**src/pkg/result_flags_pkg.sv**
```systemverilog
// constants and carriers for the sample result and fault flag register bank
package result_flags_pkg;

  localparam int unsigned DATA_W = 24;
  localparam int unsigned ADDR_W = 8;

  // word addresses of the registers held here
  localparam logic [7:0] ADDR_SECOND_AMBIENT = 8'h2D;
  localparam logic [7:0] ADDR_FIRST_NET = 8'h2E;
  localparam logic [7:0] ADDR_SECOND_NET = 8'h2F;
  localparam logic [7:0] ADDR_FAULT_FLAGS = 8'h30;

  localparam logic [23:0] RESULT_RESET = 24'h000000;
  localparam logic [23:0] FLAGS_RESET = 24'h000000;
  localparam logic [23:0] READ_UNMAPPED = 24'h000000;

  // fault flag field positions
  localparam int unsigned BIT_PD_ALARM = 12;
  localparam int unsigned BIT_EMITTER_ALARM = 11;
  localparam int unsigned FLAG_COUNT = 13;
  localparam logic [10:0] FLAGS_UPPER_ZERO = 11'h000;

  // per-conversion results from the sample engine
  typedef struct packed {
    logic [23:0] first_led;
    logic [23:0] first_ambient;
    logic [23:0] second_led;
    logic [23:0] second_ambient;
  } conversion_s;

  // raw fault detector levels, packed in register bit order 12 down to 0
  typedef struct packed {
    logic photodiode_alarm;
    logic emitter_alarm;
    logic second_emitter_open_flag;
    logic first_emitter_open_flag;
    logic emitter_short_flag;
    logic tx_pos_ground_short_flag;
    logic tx_neg_ground_short_flag;
    logic photodiode_open_flag;
    logic photodiode_short_flag;
    logic rx_neg_ground_short_flag;
    logic rx_pos_ground_short_flag;
    logic rx_neg_emitter_short_flag;
    logic rx_pos_emitter_short_flag;
  } fault_s;

endpackage

```
**src/design/sample_result_and_fault_flags.sv**
```systemverilog
// read-only sample result and fault flag register bank
`timescale 1ns/1ps
`default_nettype none

module sample_result_and_fault_flags (
  input wire logic clk,
  input wire logic srst,
  input wire logic conv_valid,
  input wire result_flags_pkg::conversion_s conv,
  input wire logic fault_flags_done,
  input wire result_flags_pkg::fault_s fault_levels,
  input wire logic alarm_pin_clock_monitor_enable,
  input wire logic monitor_clock_pd,
  input wire logic monitor_clock_emitter,
  input wire logic rd_en,
  input wire logic [7:0] rd_addr,
  input wire logic wr_en,
  input wire logic [7:0] wr_addr,
  input wire logic [23:0] wr_data,
  output logic [23:0] rd_data,
  output logic data_ready,
  output logic diagnostic_complete_pin,
  output logic photodiode_alarm_pin,
  output logic emitter_alarm_pin
);

  // result registers and their next values
  logic [23:0] second_led_ambient_sample;
  logic [23:0] next_second_led_ambient_sample;
  logic [23:0] first_led_net_sample;
  logic [23:0] next_first_led_net_sample;
  logic [23:0] second_led_net_sample;
  logic [23:0] next_second_led_net_sample;
  logic next_data_ready;

  // latched diagnostic levels, kept in register bit order
  logic [12:0] fault_latched;
  logic [12:0] next_fault_latched;
  result_flags_pkg::fault_s fault_view;
  logic next_diagnostic_complete_pin;
  logic [23:0] fault_flags;

  // monitored clocks after two stages
  logic pd_clock_synced;
  logic emitter_clock_synced;

  // read path
  logic hit_second_ambient;
  logic hit_first_net;
  logic hit_second_net;
  logic hit_fault_flags;
  logic [23:0] next_rd_data;
  logic unused_write;

  // sampled only, so a monitored clock faster than half of clk aliases on the pin
  level_synchroniser #(
    .RESET_LEVEL(1'b0)
  ) pd_clock_sync (
    .clk(clk),
    .srst(srst),
    .async_in(monitor_clock_pd),
    .sync_out(pd_clock_synced)
  );

  level_synchroniser #(
    .RESET_LEVEL(1'b0)
  ) emitter_clock_sync (
    .clk(clk),
    .srst(srst),
    .async_in(monitor_clock_emitter),
    .sync_out(emitter_clock_synced)
  );

  // a conversion set arrives complete, so all results move on the same edge
  // no overrun flag is kept: a late host read simply sees the newer value
  always_comb begin
    next_second_led_ambient_sample = second_led_ambient_sample;
    if (conv_valid) begin
      next_second_led_ambient_sample = conv.second_ambient;
    end
  end

  always_ff @(posedge clk) begin
    if (srst) begin
      second_led_ambient_sample <= result_flags_pkg::RESULT_RESET;
    end else begin
      second_led_ambient_sample <= next_second_led_ambient_sample;
    end
  end

  // subtraction wraps modulo 2^24, the register holds only 24 bits
  always_comb begin
    next_first_led_net_sample = first_led_net_sample;
    if (conv_valid) begin
      next_first_led_net_sample = conv.first_led - conv.first_ambient;
    end
  end

  always_ff @(posedge clk) begin
    if (srst) begin
      first_led_net_sample <= result_flags_pkg::RESULT_RESET;
    end else begin
      first_led_net_sample <= next_first_led_net_sample;
    end
  end

  // second channel uses the same wrapping subtraction
  always_comb begin
    next_second_led_net_sample = second_led_net_sample;
    if (conv_valid) begin
      next_second_led_net_sample = conv.second_led - conv.second_ambient;
    end
  end

  always_ff @(posedge clk) begin
    if (srst) begin
      second_led_net_sample <= result_flags_pkg::RESULT_RESET;
    end else begin
      second_led_net_sample <= next_second_led_net_sample;
    end
  end

  // one-cycle pulse; a host that misses it still finds the data in place
  always_comb begin
    next_data_ready = 1'b0;
    if (conv_valid) begin
      next_data_ready = 1'b1;
    end
  end

  always_ff @(posedge clk) begin
    if (srst) begin
      data_ready <= 1'b0;
    end else begin
      data_ready <= next_data_ready;
    end
  end

  // flags move only on completion, never on a host write
  always_comb begin
    next_fault_latched = fault_latched;
    if (fault_flags_done) begin
      next_fault_latched = fault_levels;
    end
  end

  always_ff @(posedge clk) begin
    if (srst) begin
      fault_latched <= result_flags_pkg::FLAGS_RESET[12:0];
    end else begin
      fault_latched <= next_fault_latched;
    end
  end

  // pin pulses one cycle while the flags stay until the next sequence
  always_comb begin
    next_diagnostic_complete_pin = 1'b0;
    if (fault_flags_done) begin
      next_diagnostic_complete_pin = 1'b1;
    end
  end

  always_ff @(posedge clk) begin
    if (srst) begin
      diagnostic_complete_pin <= 1'b0;
    end else begin
      diagnostic_complete_pin <= next_diagnostic_complete_pin;
    end
  end

  // struct view of the latch for access by field name
  always_comb begin
    fault_view = fault_latched;
  end

  // named fields keep the bit order tied to the carrier struct
  always_comb begin
    fault_flags = {
      result_flags_pkg::FLAGS_UPPER_ZERO,
      fault_view.photodiode_alarm,
      fault_view.emitter_alarm,
      fault_view.second_emitter_open_flag,
      fault_view.first_emitter_open_flag,
      fault_view.emitter_short_flag,
      fault_view.tx_pos_ground_short_flag,
      fault_view.tx_neg_ground_short_flag,
      fault_view.photodiode_open_flag,
      fault_view.photodiode_short_flag,
      fault_view.rx_neg_ground_short_flag,
      fault_view.rx_pos_ground_short_flag,
      fault_view.rx_neg_emitter_short_flag,
      fault_view.rx_pos_emitter_short_flag
    };
  end

  // with the clock monitor off, alarm bits and pins come from one latch so a read agrees with the pins; with it on the pins follow the synced clocks
  always_comb begin
    if (alarm_pin_clock_monitor_enable) begin
      photodiode_alarm_pin = pd_clock_synced;
      emitter_alarm_pin = emitter_clock_synced;
    end else begin
      photodiode_alarm_pin = fault_view.photodiode_alarm;
      emitter_alarm_pin = fault_view.emitter_alarm;
    end
  end

  // address compare kept apart from the data mux
  always_comb begin
    hit_second_ambient = rd_addr == result_flags_pkg::ADDR_SECOND_AMBIENT;
    hit_first_net = rd_addr == result_flags_pkg::ADDR_FIRST_NET;
    hit_second_net = rd_addr == result_flags_pkg::ADDR_SECOND_NET;
    hit_fault_flags = rd_addr == result_flags_pkg::ADDR_FAULT_FLAGS;
  end

  // unmapped words read zero; same-cycle update and read returns the old word
  always_comb begin
    next_rd_data = rd_data;
    if (rd_en) begin
      if (hit_second_ambient) begin
        next_rd_data = second_led_ambient_sample;
      end else if (hit_first_net) begin
        next_rd_data = first_led_net_sample;
      end else if (hit_second_net) begin
        next_rd_data = second_led_net_sample;
      end else if (hit_fault_flags) begin
        next_rd_data = fault_flags;
      end else begin
        next_rd_data = result_flags_pkg::READ_UNMAPPED;
      end
    end
  end

  // read data holds between reads
  always_ff @(posedge clk) begin
    if (srst) begin
      rd_data <= result_flags_pkg::RESULT_RESET;
    end else begin
      rd_data <= next_rd_data;
    end
  end

  // every word here is read-only, so the write port is taken and dropped
  always_comb begin
    unused_write = wr_en ^ (^wr_addr) ^ (^wr_data);
  end

endmodule

// two-stage synchroniser for a level or clock from another domain
module level_synchroniser #(
  parameter logic RESET_LEVEL = 1'b0
) (
  input wire logic clk,
  input wire logic srst,
  input wire logic async_in,
  output logic sync_out
);

  logic [1:0] stages;
  logic [1:0] next_stages;

  // only the second stage is read; the first may still be settling
  always_comb begin
    next_stages = {stages[0], async_in};
  end

  // reset level chosen to match the idle level of the source
  always_ff @(posedge clk) begin
    if (srst) begin
      stages <= {2{RESET_LEVEL}};
    end else begin
      stages <= next_stages;
    end
  end

  always_comb begin
    sync_out = stages[1];
  end

endmodule

`default_nettype wire

```
**config.mk**
```make
export PLATFORM = sky130hd
export DESIGN_NAME = sample_result_and_fault_flags
export DESIGN_NICKNAME = d
export VERILOG_FILES = /design/src/pkg/result_flags_pkg.sv /design/src/design/sample_result_and_fault_flags.sv
export SDC_FILE = /design/constraint.sdc
export NUM_CORES = 1
export LEC_CHECK = 0
export ABC_AREA = 0
export BUFFER_PORTS_ARGS = -buffer_cell sky130_fd_sc_hd__buf_2
export CAP_MARGIN = 0
export CORE_MARGIN = 5
export CORE_UTILIZATION = 40
export CTS_CLUSTER_DIAMETER = 40
export DETAILED_ROUTE_END_ITERATION = 10
export PLACE_DENSITY = 0.66
export SETUP_SLACK_MARGIN = 0.05
export SYNTH_ARGS = -nofsm -noshare
export SYNTH_HDL_FRONTEND = slang
export SYNTH_HIERARCHICAL = 1
export SYNTH_SLANG_ARGS = --single-unit
```
**constraint.sdc**
```tcl
create_clock -name clk -period 2.65 [get_ports clk]
set_clock_uncertainty 0.1 [all_clocks]
set_input_delay 0.3975 -clock clk [delete_from_list [all_inputs] [get_ports clk]]
set_output_delay 0.3975 -clock clk [all_outputs]
set_load 0.02 [all_outputs]
```
# After elaboration in Yosys (flattened, before gate mapping)
# Cells that the tools add are included.
[word_totals]
in_bits = 158
regBits = 115
out_inout_bits = 28
wordCells = 23
[classes]
eq_ne = 4
addsub = 2
n_mux = 8
[op_table]
columns = ["cell", "n"]
rows = [
  ["24-bit two-way mux", 3],
  ["24-bit subtractor", 2],
  ["8-bit by 6-bit == test with 1-bit output, second input constant", 4],
  ["13-bit two-way mux", 1],
  ["1-bit two-way mux", 4],
]

# Depth between registers and ports, before layout
[depth]
ltp_word = 5
mapped_depth = 12
mapped_depth_nobuf = 12

# Cells and area by module
# Netlist, hierarchy kept.
[by_module_without_submodules]
columns = ["mod", "area_per_inst_um2", "cells_each", "instances", "seq_area_each_um2"]
rows = [
  ["sample_result_and_fault_flags", 7079.3, 878, 1, 2222.1],
  ["level_synchroniser", 52.6, 4, 2, 40.0],
]

# Worst setup path before layout
# Ideal clock, no wire load.
[synth_path]
kind = "input to register"
start = "in conv[72] (netlist name)"
end = "reg first_led_net_sample[22]"
t_required_ns = 2.428
path_slack_ns = 0.033
stages = 12
arrival_ns = 2.394
path_cell_list = "inv_1 > ha_1 > fa_1 > nor2b_1 > o31a_1 > o21ai_1 > and2b_1 > a21oi_1 > o221ai_1 > o21ai_1 > nor4_1 > a311o_1"
[synth_between]
elab_chain_cells = 1
[synth_lines]
columns = ["item", "line", "source"]
rows = [
  ["start: declaration", "sample_result_and_fault_flags.sv:9", "input wire result_flags_pkg::conversion_s conv,"],
  ["24-bit subtractor", "sample_result_and_fault_flags.sv:95", "next_first_led_net_sample = conv.first_led - conv.first_ambient;"],
  ["end signal: assignment", "sample_result_and_fault_flags.sv:101", "first_led_net_sample <= result_flags_pkg::RESULT_RESET;"],
  ["end signal: assignment", "sample_result_and_fault_flags.sv:103", "first_led_net_sample <= next_first_led_net_sample;"],
  ["end: declaration", "sample_result_and_fault_flags.sv:30", "logic [23:0] first_led_net_sample;"],
]
# Every way passes these cells.
# A chain may end at the register's enable or synchronous reset.

# Final worst setup path
[layout_path]
start = "in conv[7] (netlist name)"
end = "reg second_led_net_sample[18]"
[layout_between]
elab_chain_cells = 1
[layout_lines]
columns = ["item", "line", "source"]
rows = [
  ["24-bit subtractor", "sample_result_and_fault_flags.sv:111", "next_second_led_net_sample = conv.second_led - conv.second_ambient;"],
  ["end signal: assignment", "sample_result_and_fault_flags.sv:117", "second_led_net_sample <= result_flags_pkg::RESULT_RESET;"],
  ["end signal: assignment", "sample_result_and_fault_flags.sv:119", "second_led_net_sample <= next_second_led_net_sample;"],
  ["end: declaration", "sample_result_and_fault_flags.sv:32", "logic [23:0] second_led_net_sample;"],
]
# Every way passes these cells.

==> results.env <==
ANTENNADIODECOUNT=0
BOUNDARYPINS=186
CLOCK_TREE.HTREE_LEVEL_COUNT=4
LAYOUT-AREA-OVERHEAD-VS-SYNTH_PCT=25.83
POST_SYNTH_INSTANCE_AREA_UM2=7184
DRIVE_GT1_SHARE_PCT=24.47
TRITONCTS_CLOCK_TREE='built'
SYNTH_FP_NETS=1092
HOLD_SLACK_NS=0.09586
INSERTED_CLOCK_BUFFERS=17
ROUTE.FINAL.WIRE_LENGTH_MM=19.43
NUM_VIAS=6552
R2R-END='rd_data[2]'
POST-SYNTH-TOP-AREA-CELL='sky130_fd_sc_hd__dfxtp_1'
DRT.ANTENNA.VIOLATING_NETS=0
SYNTH_TOP_CELL_AREA_SHARE_PCT=32.04
HOLD_PATH.STARTPOINT='monitor_clock_pd'
RESULT_OF_THE_RUN='complete, no violations'
SETUP_SLACK_NS=0.2361
DIEAREA_UM2=20740
CRIT_TYPE='input pin to flop'
TIMING_HOLD_VIOLATIONS_FINAL=0
POST_DRT_VIA_CELL_RATIO=5.025
PLACE_WORST_SETUP_SLACK_NS=-0.2672
WORST_HOLD_PATH_CELLS=2
SETUP.WORST_PATH.START_CLASS='input pin'
SYNTH_ENABLE_FLOP_CELLS=0
SYNTH_TOP_FLOP_CELL='sky130_fd_sc_hd__dfxtp_1'
ROUTEDWLPERCELL_UM=14.90
REMAINING_DRC_ERRORS=0
GR-USAGE-ALL-LAYERS_PCT=18.76
POST_SYNTH_NUM_CELL_TYPES=59
POWER_REPORT.INTERNAL_TOTAL_mW=3.832
SETUP.REG_TO_REG.WORST_SLACK_NS=1.38
SYNTH_SEQ_CELLS=115
SYN_AVG_CELL_AREA_UM2=8.109
COMB_POWER_SHARE_PCT=21.4
GRT_ANTENNA_BEFORE_REPAIR=0
DRT_PRE_ANTENNA_ITERS=5
TOTALNEGATIVESETUPSLACK_NS=0
WORSTREGTOREGCELLS=5
GRT_PASS1_VIAS=6140
SHARE_SEQ_OF_TOTAL_POWER_PCT=36.4
TIMING.MAX_SLEW.REL_SLACK_PCT=45.30
CORE_UM2=17840
CTSHOLDBUFFERS=0
GRT_START_MAX_NET_PINS=80
DRV_SLEW=0
PLACEMENT.IO_BUFFERS=152
ASYNCSETRESETFLOPFRACSYNTH_PCT=0
CP.REQUIRED_NS=2.85
MAX_CLOCK_FREQ_MHz=414.3
CELLPOWERDENSITY_nW_PER_UM2=588.0
PLACER_CONGESTION=0.9201
YS.WARNINGS.COUNT=6
FINALNETCOUNT=1268
SWITCHING_SHARE_PCT=27.91
POWER_SWITCHING_mW=1.483
INITIAL_UTILIZATION_PCT=40.27
POST_SYNTH_MOST_FREQUENT_CELLS='121 x sky130_fd_sc_hd__nor2_1, 115 x sky130_fd_sc_hd__dfxtp_1, 72 x sky130_fd_sc_hd__a21oi_1, 64 x sky130_fd_sc_hd__mux2i_1, 63 x sky130_fd_sc_hd__inv_1'
RSZ0062_AT_GRT='false'
SYNTHESIS.INSTANCES=886
DIE_H_UM=144.0
YOSYS-TOP-CELLS-AREA='sky130_fd_sc_hd__dfxtp_1 32%, sky130_fd_sc_hd__mux2i_1 8.9%, sky130_fd_sc_hd__ha_1 8.0%, sky130_fd_sc_hd__nor2_1 6.3%, sky130_fd_sc_hd__a21oi_1 5.0%'
CRITICAL_PATH.ENDPOINT_TYPE='flop'
CTS_ROOT_BUFFER='sky130_fd_sc_hd__clkbuf_16'
DETAILEDPLACEMENTHPWL_MM=15.24
MIN_DELAY_ENDPOINT='pd_clock_sync/stages[0]'
MIN_PERIOD_OVER_PERIOD_PCT=91.09
ARRIVAL_TIME_AT_THE_WORST_ENDPOINT_NS=2.61
ROWS=49
YS_SEQ_AREA_SHARE_PCT=32.04
CTS_SETUP_BUFFERS=0
SYNTH.MOST_COMMON_CELL='sky130_fd_sc_hd__nor2_1'
POWER.SHARE.CLOCK_PCT=42.2
WORST_SLEW_PIN_SLEW_NS=0.8206
DIEWIDTH_UM=144.0
CAP_VIOLATIONS=0
GRT_FIRST_PASS_WIRELENGTH_MM=30.88
CRIT_FANOUT=5
CLOCK_LATENCY_NS=0.42
POWER.LEAKAGE_nW=4.364
CTS.REPORTEDPATHS.CLKPINSLEW_NS=0.06
WORST_R2R_STARTPOINT='second_led_net_sample[2]'
VDD.IR_DROP.WORST_uV=388.7
CTS.SINK_COUNT=115
HOLDCRITPATHCLASS='input pin to flop'
TIMING.FINAL.SETUP_VIOLATIONS=0
DRT_ITER0_DRC=365
FINAL_CRITICAL_PERIOD_NS=2.414
CLK_PATH_BUF_DEPTH=2
GRT_OVERFLOW_TOTAL=0
[per-stage QoR]
stage	cells	util, %	power, mW	cell area [um2]
after global placement	1272	47.35	3.089	8447
after global routing	1304	50.67	5.591	9040
after CTS	1304	50.64	5.359	9035
final	1304	50.67	5.316	9040
after detailed placement	1272	47.35	3.102	8447
after floorplan	886	-	2.703	7188
[worst max-delay path, stage by stage]
cell and delay [ns]:
sky130_fd_sc_hd__buf_2 0.11, sky130_fd_sc_hd__inv_1 0.06, sky130_fd_sc_hd__ha_1 0.35, sky130_fd_sc_hd__and3_1 0.22, sky130_fd_sc_hd__nand2_1 0.14, sky130_fd_sc_hd__nor2_1 0.08
sky130_fd_sc_hd__a21oi_2 0.20, sky130_fd_sc_hd__a21oi_2 0.08, sky130_fd_sc_hd__a211oi_2 0.32, sky130_fd_sc_hd__o21bai_1 0.14, sky130_fd_sc_hd__nor4bb_1 0.15, sky130_fd_sc_hd__or3_1 0.37
[layout make-up]
type | count | area (um2)
Clock buffer | 20 | 456.7
Multi-Input combinational cell | 662 | 4478
Tap cell | 229 | 286.5
Inverter | 63 | 236.5
Clock inverter | 12 | 131.4
Timing Repair Buffer | 203 | 1149
Sequential cell | 115 | 2302
Fill cell | 1745 | 8801
[sequential cells by signal, indices dropped and copies added, names as in the netlist]
| name | count |
|---|---|
| emitter_clock_sync/stages | 2 |
| rd_data | 24 |
| fault_latched | 13 |
| pd_clock_sync/stages | 2 |
| data_ready | 1 |
| first_led_net_sample | 24 |
| diagnostic_complete_pin | 1 |
| second_led_ambient_sample | 24 |
| second_led_net_sample | 24 |
[metal layers]
layer	share of wire, %	routed length (um)	up-vias	track usage, %
li1	-	-	3431	-
met4	1.5	294	0	5.649
met1	49	9450	2936	26.88
met3	6.3	1215	18	3.274
met5	0	0	-	0
met2	44	8474	167	28.86
[repair_timing]
item	4_1_cts	5_1_grt
resized for setup	0	2
hold endpoints to repair	0	0
setup endpoints to repair	0	1
[cell families after synthesis]
logic type | synth area share [%]
DFF | 32.04
muxes | 11.11
AOI/OAI and AO/OA | 19.14
buffers and inverters | 5.747
xor gates and xnor gates | 4.145
adders and majority gates | 8.568
and+or+nand+nor | 19.24
[worst max path at each step]
stage / startpoint / end / slack, ns / depth (start not counted)
4_1_cts: conv[48] / first_led_net_sample[22] / 0.17 / 12
6_report: conv[7] / second_led_net_sample[18] / 0.24 / 12
3_3_place_gp: conv[48] / first_led_net_sample[22] / -0.26 / 12
5_1_grt: conv[72] / first_led_net_sample[22] / 0.09 / 13
3_5_place_dp: conv[48] / first_led_net_sample[22] / -0.27 / 12
2_1_floorplan: conv[72] / first_led_net_sample[22] / 0.07 / 12
[cells in the final DEF (no fill, tap or decap), types with 11 or more instances in the layout]
master	Yosys	final
sky130_fd_sc_hd__buf_2	3	150
sky130_fd_sc_hd__nor2_1	121	121
sky130_fd_sc_hd__dfxtp_1	115	115
sky130_fd_sc_hd__a21oi_1	72	71
sky130_fd_sc_hd__mux2i_1	64	64
sky130_fd_sc_hd__inv_1	63	63
sky130_fd_sc_hd__buf_4	0	53
sky130_fd_sc_hd__nand2_1	47	47
sky130_fd_sc_hd__ha_1	46	46
sky130_fd_sc_hd__nor2b_1	32	31
sky130_fd_sc_hd__xnor2_1	28	28
sky130_fd_sc_hd__nand2b_1	25	25
sky130_fd_sc_hd__nor3_1	22	22
sky130_fd_sc_hd__o21ai_0	20	20
sky130_fd_sc_hd__clkbuf_16	0	17
sky130_fd_sc_hd__a21o_1	16	16
sky130_fd_sc_hd__mux2_2	14	14
sky130_fd_sc_hd__a31oi_1	13	13
sky130_fd_sc_hd__o21ai_1	11	11
sky130_fd_sc_hd__a22o_1	11	11
[power groups by stage]
stage	combinational [mW]	sequential (mW)	clock [mW]
2_1_floorplan	0.773	1.93	0
3_3_place_gp	1.12	1.97	0
3_5_place_dp	1.13	1.97	0
4_1_cts	1.14	1.93	2.28
5_1_grt	1.27	1.95	2.37
6_report	1.14	1.93	2.24
Power figures use the tool's default switching activity.
